==> src/logic/pse_pkg.sv <==
// Package for the supply status, enable and mode register bank.
// Assumes a single 20 MHz clock; imported by the bank only, the bench uses literal values.
package pse_pkg;

	// Target address on the two-wire serial bus
	localparam logic [6:0] PSE_TARGET_ADDR   = 7'h48;

	// Register offsets
	localparam logic [7:0] PSE_OFS_STATUS    = 8'h01;
	localparam logic [7:0] PSE_OFS_MASK      = 8'h02;
	localparam logic [7:0] PSE_OFS_ENABLE    = 8'h03;
	localparam logic [7:0] PSE_OFS_MODE      = 8'h04;

	// Reset values, loaded by undervoltage lockout, and the unmapped read value
	localparam logic [7:0] PSE_RST_MASK      = 8'hC0;
	localparam logic [7:0] PSE_RST_ENABLE    = 8'hFF;
	localparam logic [7:0] PSE_RST_MODE      = 8'hB1;
	localparam logic [7:0] PSE_UNMAPPED_DATA = 8'hFF;

	// Field positions shared by status, mask and enable
	localparam int PSE_BIT_PWRFAIL = 7;
	localparam int PSE_BIT_LOWBATT = 6;
	localparam int PSE_BIT_BUCK1   = 5;
	localparam int PSE_BIT_BUCK2   = 4;
	localparam int PSE_BIT_BUCK3   = 3;
	localparam int PSE_BIT_LIN2    = 2;
	localparam int PSE_BIT_LIN1    = 1;

	// Writable bits of mask and enable registers
	localparam logic [7:0] PSE_MASK_WMASK    = 8'hFE;
	localparam logic [7:0] PSE_ENABLE_WMASK  = 8'h3E;

	// Converter mode fields
	localparam int PSE_MODE_BUCK2_PH_LSB = 6;
	localparam int PSE_MODE_BUCK3_PH_LSB = 4;
	localparam int PSE_MODE_LOW_RIPPLE   = 3;
	localparam int PSE_MODE_FORCED_FIXED_FREQUENCY_BUCK2   = 2;
	localparam int PSE_MODE_FORCED_FIXED_FREQUENCY_BUCK1   = 1;
	localparam int PSE_MODE_FORCED_FIXED_FREQUENCY_BUCK3   = 0;
	localparam logic [1:0] PSE_BUCK1_PHASE = 2'h0;

	// Serial engine states
	typedef enum logic [3:0] {
		PSE_ST_IDLE     = 4'b0000,
		PSE_ST_ADDR     = 4'b0001,
		PSE_ST_ADDR_ACK = 4'b0010,
		PSE_ST_PTR      = 4'b0011,
		PSE_ST_PTR_ACK  = 4'b0100,
		PSE_ST_WDATA    = 4'b0101,
		PSE_ST_WR_ACK   = 4'b0110,
		PSE_ST_RDATA    = 4'b0111,
		PSE_ST_HOST_ACK = 4'b1000
	} pse_state_e;

endpackage

==> src/logic/pse_regs.sv <==
// Supply fault status, alert mask, supply enable and converter mode registers,
// reached by a host as a target on the two-wire serial bus.
// Assumes serial pins already synchronous to clk_i; the pad resolves the
// open-drain data line from sda_oe_o. reset_i stands for undervoltage lockout.
`timescale 1ns/1ns

module pse_regs
	import pse_pkg::*;
(
	// Clock and reset
	input  wire logic       clk_i,
	input  wire logic       reset_i,
	// Serial bus pins
	input  wire logic       scl_i,
	input  wire logic       sda_i,
	output logic            sda_o,
	output logic            sda_oe_o,
	// Comparator and supply monitor inputs
	input  wire logic       power_fail_sense_below_i,
	input  wire logic       low_battery_sense_below_i,
	input  wire logic       buck1_below_i,
	input  wire logic       buck2_below_i,
	input  wire logic       buck3_below_i,
	input  wire logic       linear_reg2_below_i,
	input  wire logic       linear_reg1_below_i,
	input  wire logic       dynamic_voltage_transition_i,
	// External enable pins
	input  wire logic       buck1_enable_pin_i,
	input  wire logic       buck2_enable_pin_i,
	input  wire logic       buck3_enable_pin_i,
	input  wire logic       linear_enable_pin_i,
	// Supply enables
	output logic            buck1_on_o,
	output logic            buck2_on_o,
	output logic            buck3_on_o,
	output logic            linear_reg2_on_o,
	output logic            linear_reg1_on_o,
	// Converter mode controls
	output logic [1:0]      buck1_phase_o,
	output logic [1:0]      buck2_phase_o,
	output logic [1:0]      buck3_phase_o,
	output logic            low_ripple_o,
	output logic            buck1_forced_fixed_frequency_o,
	output logic            buck2_forced_fixed_frequency_o,
	output logic            buck3_forced_fixed_frequency_o,
	// Fault alert, active low
	output logic            fault_alert_n_o
);

	pse_state_e  state_reg;
	logic        scl_q_reg;
	logic        sda_q_reg;
	logic [3:0]  bits_reg;
	logic [7:0]  shift_reg;
	logic [7:0]  ptr_reg;
	logic        host_nack_reg;
	logic        sda_oe_reg;
	logic        wr_stb;
	logic        rd_status_stb;
	logic [7:0]  status_reg;
	logic [7:0]  mask_reg;
	logic [7:0]  enable_reg;
	logic [7:0]  mode_reg;
	logic [7:0]  block_reg;
	logic [7:0]  enable_next;
	logic [7:0]  rd_data;
	logic [7:0]  pin_low;
	logic        start_seen;
	logic        stop_seen;
	logic        scl_rise;
	logic        scl_fall;

	// Bus conditions from the previous sample of each line
	assign start_seen = scl_i && scl_q_reg && sda_q_reg && !sda_i;
	assign stop_seen  = scl_i && scl_q_reg && !sda_q_reg && sda_i;
	assign scl_rise   = scl_i && !scl_q_reg;
	assign scl_fall   = !scl_i && scl_q_reg;

	// Line history
	always_ff @(posedge clk_i) begin
		if (reset_i) begin
			scl_q_reg <= 1'b1;
			sda_q_reg <= 1'b1;
		end else begin
			scl_q_reg <= scl_i;
			sda_q_reg <= sda_i;
		end
	end

	// Read data selection; unused addresses answer all ones
	always_comb begin
		case (ptr_reg)
			PSE_OFS_STATUS: rd_data = status_reg;
			PSE_OFS_MASK:   rd_data = mask_reg;
			PSE_OFS_ENABLE: rd_data = enable_reg;
			PSE_OFS_MODE:   rd_data = mode_reg;
			default:        rd_data = PSE_UNMAPPED_DATA;
		endcase
	end

	// Serial target engine; data is shifted on SCL rise and driven after SCL fall
	always_ff @(posedge clk_i) begin
		if (reset_i) begin
			state_reg     <= PSE_ST_IDLE;
			bits_reg      <= 4'h0;
			shift_reg     <= 8'h00;
			ptr_reg       <= 8'h00;
			host_nack_reg <= 1'b0;
			sda_oe_reg    <= 1'b0;
		end else if (start_seen) begin
			state_reg  <= PSE_ST_ADDR;
			bits_reg   <= 4'h0;
			sda_oe_reg <= 1'b0;
		end else if (stop_seen) begin
			state_reg  <= PSE_ST_IDLE;
			sda_oe_reg <= 1'b0;
		end else if (scl_rise) begin
			case (state_reg)
				PSE_ST_ADDR, PSE_ST_PTR, PSE_ST_WDATA, PSE_ST_RDATA: begin
					shift_reg <= {shift_reg[6:0], sda_i};
					bits_reg  <= bits_reg + 4'h1;
				end
				PSE_ST_HOST_ACK: host_nack_reg <= sda_i;
				default: ;
			endcase
		end else if (scl_fall) begin
			case (state_reg)
				PSE_ST_ADDR: begin
					if (bits_reg == 4'h8 && shift_reg[7:1] == PSE_TARGET_ADDR) begin
						state_reg  <= PSE_ST_ADDR_ACK;
						sda_oe_reg <= 1'b1;
					end else if (bits_reg == 4'h8) begin
						state_reg <= PSE_ST_IDLE;
					end
				end
				PSE_ST_ADDR_ACK: begin
					bits_reg <= 4'h0;
					if (shift_reg[0]) begin
						state_reg  <= PSE_ST_RDATA;
						shift_reg  <= rd_data;
						sda_oe_reg <= !rd_data[7];
					end else begin
						state_reg  <= PSE_ST_PTR;
						sda_oe_reg <= 1'b0;
					end
				end
				PSE_ST_PTR: begin
					if (bits_reg == 4'h8) begin
						ptr_reg    <= shift_reg;
						state_reg  <= PSE_ST_PTR_ACK;
						sda_oe_reg <= 1'b1;
					end
				end
				PSE_ST_WDATA: begin
					if (bits_reg == 4'h8) begin
						state_reg  <= PSE_ST_WR_ACK;
						sda_oe_reg <= 1'b1;
					end
				end
				PSE_ST_PTR_ACK, PSE_ST_WR_ACK: begin
					state_reg  <= PSE_ST_WDATA;
					bits_reg   <= 4'h0;
					sda_oe_reg <= 1'b0;
				end
				PSE_ST_RDATA: begin
					if (bits_reg == 4'h8) begin
						state_reg  <= PSE_ST_HOST_ACK;
						sda_oe_reg <= 1'b0;
					end else begin
						sda_oe_reg <= !shift_reg[7];
					end
				end
				PSE_ST_HOST_ACK: begin
					// A host that withholds its ack ends the read; the line stays released
					if (host_nack_reg) begin
						state_reg <= PSE_ST_IDLE;
					end else begin
						state_reg  <= PSE_ST_RDATA;
						bits_reg   <= 4'h0;
						shift_reg  <= rd_data;
						sda_oe_reg <= !rd_data[7];
					end
				end
				default: sda_oe_reg <= 1'b0;
			endcase
		end
	end

	// Write strobe as the data ack begins; status fetch as a read byte is loaded
	assign wr_stb = scl_fall && !start_seen && !stop_seen
		&& state_reg == PSE_ST_WDATA && bits_reg == 4'h8;
	assign rd_status_stb = scl_fall && !start_seen && !stop_seen
		&& ptr_reg == PSE_OFS_STATUS
		&& ((state_reg == PSE_ST_ADDR_ACK && shift_reg[0])
		|| (state_reg == PSE_ST_HOST_ACK && !host_nack_reg));

	// Open drain: only ever pulls low
	assign sda_o    = 1'b0;
	assign sda_oe_o = sda_oe_reg;

	// Live supply status, captured every cycle; writes never reach it
	always_ff @(posedge clk_i) begin
		if (reset_i) begin
			status_reg <= 8'h00;
		end else begin
			status_reg[PSE_BIT_PWRFAIL] <= power_fail_sense_below_i;
			status_reg[PSE_BIT_LOWBATT] <= low_battery_sense_below_i;
			status_reg[PSE_BIT_BUCK1]   <= buck1_below_i && buck1_on_o;
			status_reg[PSE_BIT_BUCK2]   <= buck2_below_i && buck2_on_o;
			status_reg[PSE_BIT_BUCK3]   <= buck3_below_i && buck3_on_o
				&& !dynamic_voltage_transition_i;
			status_reg[PSE_BIT_LIN2]    <= linear_reg2_below_i && linear_reg2_on_o;
			status_reg[PSE_BIT_LIN1]    <= linear_reg1_below_i && linear_reg1_on_o;
			status_reg[0]               <= 1'b0;
		end
	end

	// Alert mask; bit 0 keeps its default
	always_ff @(posedge clk_i) begin
		if (reset_i) begin
			mask_reg <= PSE_RST_MASK;
		end else if (wr_stb && ptr_reg == PSE_OFS_MASK) begin
			mask_reg <= (shift_reg & PSE_MASK_WMASK)
				| (PSE_RST_MASK & ~PSE_MASK_WMASK);
		end
	end

	// Enable pins low, per bit position
	always_comb begin
		pin_low                = 8'h00;
		pin_low[PSE_BIT_BUCK1] = !buck1_enable_pin_i;
		pin_low[PSE_BIT_BUCK2] = !buck2_enable_pin_i;
		pin_low[PSE_BIT_BUCK3] = !buck3_enable_pin_i;
		pin_low[PSE_BIT_LIN2]  = !linear_enable_pin_i;
		pin_low[PSE_BIT_LIN1]  = !linear_enable_pin_i;
	end

	// A low pin wins over a host write in the same cycle
	always_comb begin
		enable_next = enable_reg;
		if (wr_stb && ptr_reg == PSE_OFS_ENABLE) begin
			enable_next = (shift_reg & PSE_ENABLE_WMASK)
				| (PSE_RST_ENABLE & ~PSE_ENABLE_WMASK);
		end
		enable_next = enable_next | pin_low;
	end

	always_ff @(posedge clk_i) begin
		if (reset_i) begin
			enable_reg <= PSE_RST_ENABLE;
		end else begin
			enable_reg <= enable_next;
		end
	end

	// Supply switching: register bit AND pin
	assign buck1_on_o       = enable_reg[PSE_BIT_BUCK1] && buck1_enable_pin_i;
	assign buck2_on_o       = enable_reg[PSE_BIT_BUCK2] && buck2_enable_pin_i;
	assign buck3_on_o       = enable_reg[PSE_BIT_BUCK3] && buck3_enable_pin_i;
	assign linear_reg2_on_o = enable_reg[PSE_BIT_LIN2] && linear_enable_pin_i;
	assign linear_reg1_on_o = enable_reg[PSE_BIT_LIN1] && linear_enable_pin_i;

	// Converter mode
	always_ff @(posedge clk_i) begin
		if (reset_i) begin
			mode_reg <= PSE_RST_MODE;
		end else if (wr_stb && ptr_reg == PSE_OFS_MODE) begin
			mode_reg <= shift_reg;
		end
	end

	// Buck1 is the reference, so its phase has no setting
	assign buck1_phase_o = PSE_BUCK1_PHASE;
	assign buck2_phase_o = mode_reg[PSE_MODE_BUCK2_PH_LSB +: 2];
	assign buck3_phase_o = mode_reg[PSE_MODE_BUCK3_PH_LSB +: 2];
	assign low_ripple_o  = mode_reg[PSE_MODE_LOW_RIPPLE];
	assign buck2_forced_fixed_frequency_o = mode_reg[PSE_MODE_FORCED_FIXED_FREQUENCY_BUCK2];
	assign buck1_forced_fixed_frequency_o = mode_reg[PSE_MODE_FORCED_FIXED_FREQUENCY_BUCK1];
	assign buck3_forced_fixed_frequency_o = mode_reg[PSE_MODE_FORCED_FIXED_FREQUENCY_BUCK3];

	// Read blocking: bits seen by a status read stay off the pin until they drop,
	// so a fault that clears and returns alerts again
	always_ff @(posedge clk_i) begin
		if (reset_i) begin
			block_reg <= 8'h00;
		end else if (rd_status_stb) begin
			block_reg <= status_reg;
		end else begin
			block_reg <= block_reg & status_reg;
		end
	end

	// Alert pin, driven low while any unmasked, unblocked fault stands
	always_ff @(posedge clk_i) begin
		if (reset_i) begin
			fault_alert_n_o <= 1'b1;
		end else begin
			fault_alert_n_o <= ~|(status_reg & ~mask_reg & ~block_reg);
		end
	end

endmodule

==> config.mk <==
export PLATFORM = sky130hd
export DESIGN_NAME = pse_regs
export DESIGN_NICKNAME = d
export VERILOG_FILES = /design/src/logic/pse_pkg.sv /design/src/logic/pse_regs.sv
export SDC_FILE = /design/constraint.sdc
export NUM_CORES = 1
export LEC_CHECK = 0
export BUFFER_PORTS_ARGS = -buffer_cell sky130_fd_sc_hd__buf_2
export CORE_MARGIN = 2
export CORE_UTILIZATION = 50
export DETAILED_ROUTE_END_ITERATION = 12
export GPL_TIMING_DRIVEN = 0
export PLACE_DENSITY_LB_ADDON = 0.12
export SLEW_MARGIN = 40
export SYNTH_ARGS = -nofsm -noshare
export SYNTH_HDL_FRONTEND = slang
export SYNTH_SLANG_ARGS = --single-unit
==> constraint.sdc <==
create_clock -name clk_i -period 1.9 [get_ports clk_i]
set_input_delay 0.38 -clock clk_i [delete_from_list [all_inputs] [get_ports clk_i]]
set_output_delay 0.38 -clock clk_i [all_outputs]
set_load 0.01 [all_outputs]
==> impl_metrics.json <==
{
  "yosysUniqueCellTypes": 67,
  "synth_top_family_by_area": "simple AND/OR/NAND/NOR gates",
  "synth_edf_count": 0,
  "synth-simple-area-share_pct": 25.7,
  "finalSetupViolCount": 0,
  "drc": 0,
  "fp.dieW_um": 85.2,
  "crit_path_max_incr_delay_ns": 0.36,
  "wire_per_inst_um": 18.2,
  "dieHeight_um": 85.2,
  "start_util_pct": 51.9,
  "grt_max_degree": 12,
  "diodes": 0,
  "start_kind": "flop",
  "hold_class": "primary input to flop",
  "track_usage_pct": 25.9,
  "cts_num_sinks": 63,
  "synth_compound_area_share_pct": 19.1,
  "path_clk_slew_ns": 0.07,
  "ff_latch_area_um2": 1270,
  "rrSetupSlack_ns": 0.008,
  "power.total_mw": 2.90,
  "clockBufferDepth": 2,
  "drt_wl_total_um": 9450,
  "synthArstFlopShare_pct": 0,
  "cp_common_cell": "buf_6",
  "cts_buffers": 9,
  "antenna_found_initial": 0,
  "vias": 3146,
  "dp_hpwl_um": 6390,
  "fin_crit_ns": 1.89,
  "fin_worst_skew_ns": 0.00662,
  "grt_pass1_vias": 2785,
  "synth_warnings": 0,
  "die-area_um2": 7250,
  "synthXorXnorAreaFrac_pct": 0.532,
  "h-tree-depth": 3,
  "finalSetupTns_ns": 0,
  "clk_latency_ns": 0.35,
  "rows": 29,
  "rsz0062_at_grt": "yes",
  "cp_max_fo": 8,
  "vias_per_cell": 6.06,
  "drtIter0Drc": 202,
  "yosysSeqAreaShare_pct": 38.3,
  "avgSynthCellArea_um2": 8.62,
  "dr.pass1.iters": 6,
  "multi_input_comb_area_um2": 2030,
  "slew_headroom_pct": 59.9,
  "hold_viol_final": 0,
  "syn_inst": 382,
  "drtAntennaViolNets": 0,
  "root_buffer": "clkbuf_8",
  "maxSlewViolCount": 0,
  "muxShareOfSynthArea_pct": 8.85,
  "cts_tree": "done",
  "grt-ovfl-total": 0,
  "ys_seq_elements": 63,
  "io_pins": 34,
  "max_freq_mhz": 529,
  "peakVddDrop_mv": 0.699,
  "core_area_um2": 6350,
  "place_congestion": 0.880,
  "cp_data_required_time_ns": 2.11,
  "finalCritPeriodShare_pct": 99.6,
  "synthAdderAreaFrac_pct": 1.90,
  "synth_top_flop_cell": "dfxtp_1",
  "power_leakage_nw": 1.73,
  "status": "finished clean",
  "crit_path_end_kind": "flop",
  "cellPowerDensity_nw_per_um2": 705,
  "worst-setup-path-type": "flop to flop",
  "drv_cap": 0,
  "port-buffer-count": 30,
  "finalNetCount": 458,
  "tightest_slew_ns": 0.602,
  "grt_pass1_wl_um": 14500,
  "critical_path.slowest_cell": "dfxtp_4",
  "fillers": 548,
  "path_cells": "inv_4 -> ha_4 -> nand3b_1 -> a211oi_4 -> buf_6 -> nand4b_1 -> buf_6 -> mux2i_1 -> nor2_1",
  "worstPathArrival_ns": 2.10,
  "syn-cell-area_um2": 3290,
  "area_delta_synth_final_pct": 24.7,
  "drive_gt1_share_pct": 26.9
}
-- cells by family after synthesis --
family / Yosys count
other: 1
muxes: 29
DFF: 63
adders and majority gates: 5
buffers and inverters: 41
AOI/OAI and AO/OA: 87
xor gates and xnor gates: 2
and+or+nand+nor: 154
-- cell type report --
cell class | count | share of cell area [%]
plain buffers | 26 | 3.72
well taps | 77 | 2.35
clock inverters | 5 | 1.95
clock buffers | 11 | 3.69
flip-flops and latches | 63 | 30.9
multi-input cells | 280 | 49.3
inverters | 14 | 1.40
repair buffers | 43 | 6.64
-- metal layers --
metal / track usage (%) / part of all wire [%] / up-vias
li1: - / - / 1483
met1: 36.1 / 45 / 1531
met2: 39.8 / 47 / 117
met3: 6.03 / 6.4 / 15
met4: 7.94 / 1.3 / 0
met5: 0 / 0 / -
-- metrics by stage --
| stage | std cells | utilization [%] | setup WS, ns | hold WS (ns) | area, um^2 |
|---|---|---|---|---|---|
| CTS | 509 | 60.7 | -0.0240 | 0.186 | 3860 |
| global route | 519 | 64.7 | -0.0567 | 0.188 | 4110 |
| detailed placement | 491 | 55.9 | -0.491 | 0.480 | 3550 |
| global placement | 491 | 55.9 | -0.496 | 0.474 | 3550 |
| finish | 519 | 64.7 | 0.00787 | 0.190 | 4110 |
| floorplan | 384 | - | 0.00390 | 0.438 | 3300 |
-- final timing paths --
check        cells after the start                         start                  endpoint
max                              9      bits_reg[0]$_SDFFE_PP0P_   ptr_reg[4]$_SDFFE_PP0P_
min                              2  dynamic_voltage_transition_i  status_reg[3]$_SDFF_PP0_
max reg2reg                      9      bits_reg[0]$_SDFFE_PP0P_   ptr_reg[4]$_SDFFE_PP0P_
min reg2reg                      2       block_reg[2]$_SDFF_PP0_   block_reg[2]$_SDFF_PP0_
-- cell usage after synthesis, drive strengths merged (2+ instances only) --
| cell | instances | area, um^2 |
|---|---|---|
| nand2b | 8 | 50.1 |
| nand4 | 2 | 18.8 |
| ha | 5 | 62.6 |
| a311oi | 5 | 43.8 |
| nand2 | 24 | 90.1 |
| a22oi | 9 | 67.6 |
| nor2 | 52 | 198 |
| nor4b | 4 | 41.3 |
| inv | 14 | 52.6 |
| dfxtp | 63 | 1260 |
| nand3 | 6 | 42.5 |
| a2111oi | 3 | 26.3 |
| o211ai | 3 | 22.5 |
| nor4 | 3 | 33.8 |
| o21ai | 13 | 65.1 |
| o21bai | 2 | 15.0 |
| a211oi | 9 | 77.6 |
| mux2i | 28 | 280 |
| o22ai | 2 | 12.5 |
| clkbuf | 14 | 52.6 |
| and2 | 7 | 43.8 |
| or2 | 3 | 18.8 |
| xor2 | 2 | 17.5 |
| a21oi | 15 | 75.1 |
| and3 | 4 | 25.0 |
| a31oi | 2 | 12.5 |
| a211o | 5 | 43.8 |
| nor3b | 9 | 67.6 |
| and3b | 2 | 17.5 |
| nor3 | 10 | 50.1 |
| o22a | 5 | 43.8 |
| nor2b | 10 | 62.6 |
| nand3b | 4 | 33.8 |
| buf | 13 | 77.6 |
-- layout by cell type, fill, tap and decap left out, types with 3 or more instances in the layout --
master | Yosys | layout
and3_1 | 4 | 4
inv_1 | 14 | 11
and2_1 | 6 | 6
nor3b_1 | 9 | 9
or2_2 | 3 | 3
nand2b_1 | 8 | 6
a211o_1 | 5 | 5
a211oi_1 | 7 | 5
o21ai_0 | 13 | 12
o211ai_1 | 3 | 3
nor2_1 | 51 | 49
dfxtp_2 | 0 | 5
nand3b_1 | 3 | 3
conb_1 | 1 | 3
clkbuf_8 | 0 | 11
nand2_1 | 24 | 24
a21oi_1 | 15 | 15
clkbuf_1 | 14 | 9
a211oi_4 | 0 | 4
ha_1 | 5 | 3
nand3_1 | 5 | 4
o22a_1 | 5 | 5
a22oi_1 | 9 | 9
clkbuf_2 | 0 | 5
clkbuf_4 | 0 | 4
nor3_1 | 10 | 10
dfxtp_1 | 63 | 57
buf_6 | 1 | 3
mux2i_1 | 28 | 28
nor2b_1 | 10 | 9
buf_2 | 8 | 33
nor4b_1 | 3 | 3
buf_4 | 3 | 13
a311oi_1 | 5 | 5
-- critical path, delay by kind of cell, from the launching register on --
family / cells / cell delay [ns]
compound gates: 1 / 0.29
fa+ha+maj: 1 / 0.12
simple gates: 3 / 0.41
buf+inv: 3 / 0.41
mux: 1 / 0.15
flops: 1 / 0.36
-- where the power goes --
| group | switching, mW | internal (mW) |
|---|---|---|
| Combinational | 0.120 | 0.0734 |
| Sequential | 0.0146 | 1.33 |
| Clock | 0.547 | 0.807 |
| Total | 0.682 | 2.21 |
-- timing repair --
| item | CTS | global route |
|---|---|---|
| endpoints found under the setup margin | 44 | 47 |
| resized for setup | 14 | 51 |
| cloned | 0 | 1 |
| pin swaps | 3 | 21 |
| setup buffers | 3 | 9 |
| hold buffers | 0 | 0 |
| hold endpoints to repair | 0 | 0 |
(Power assumes the default switching activity.)
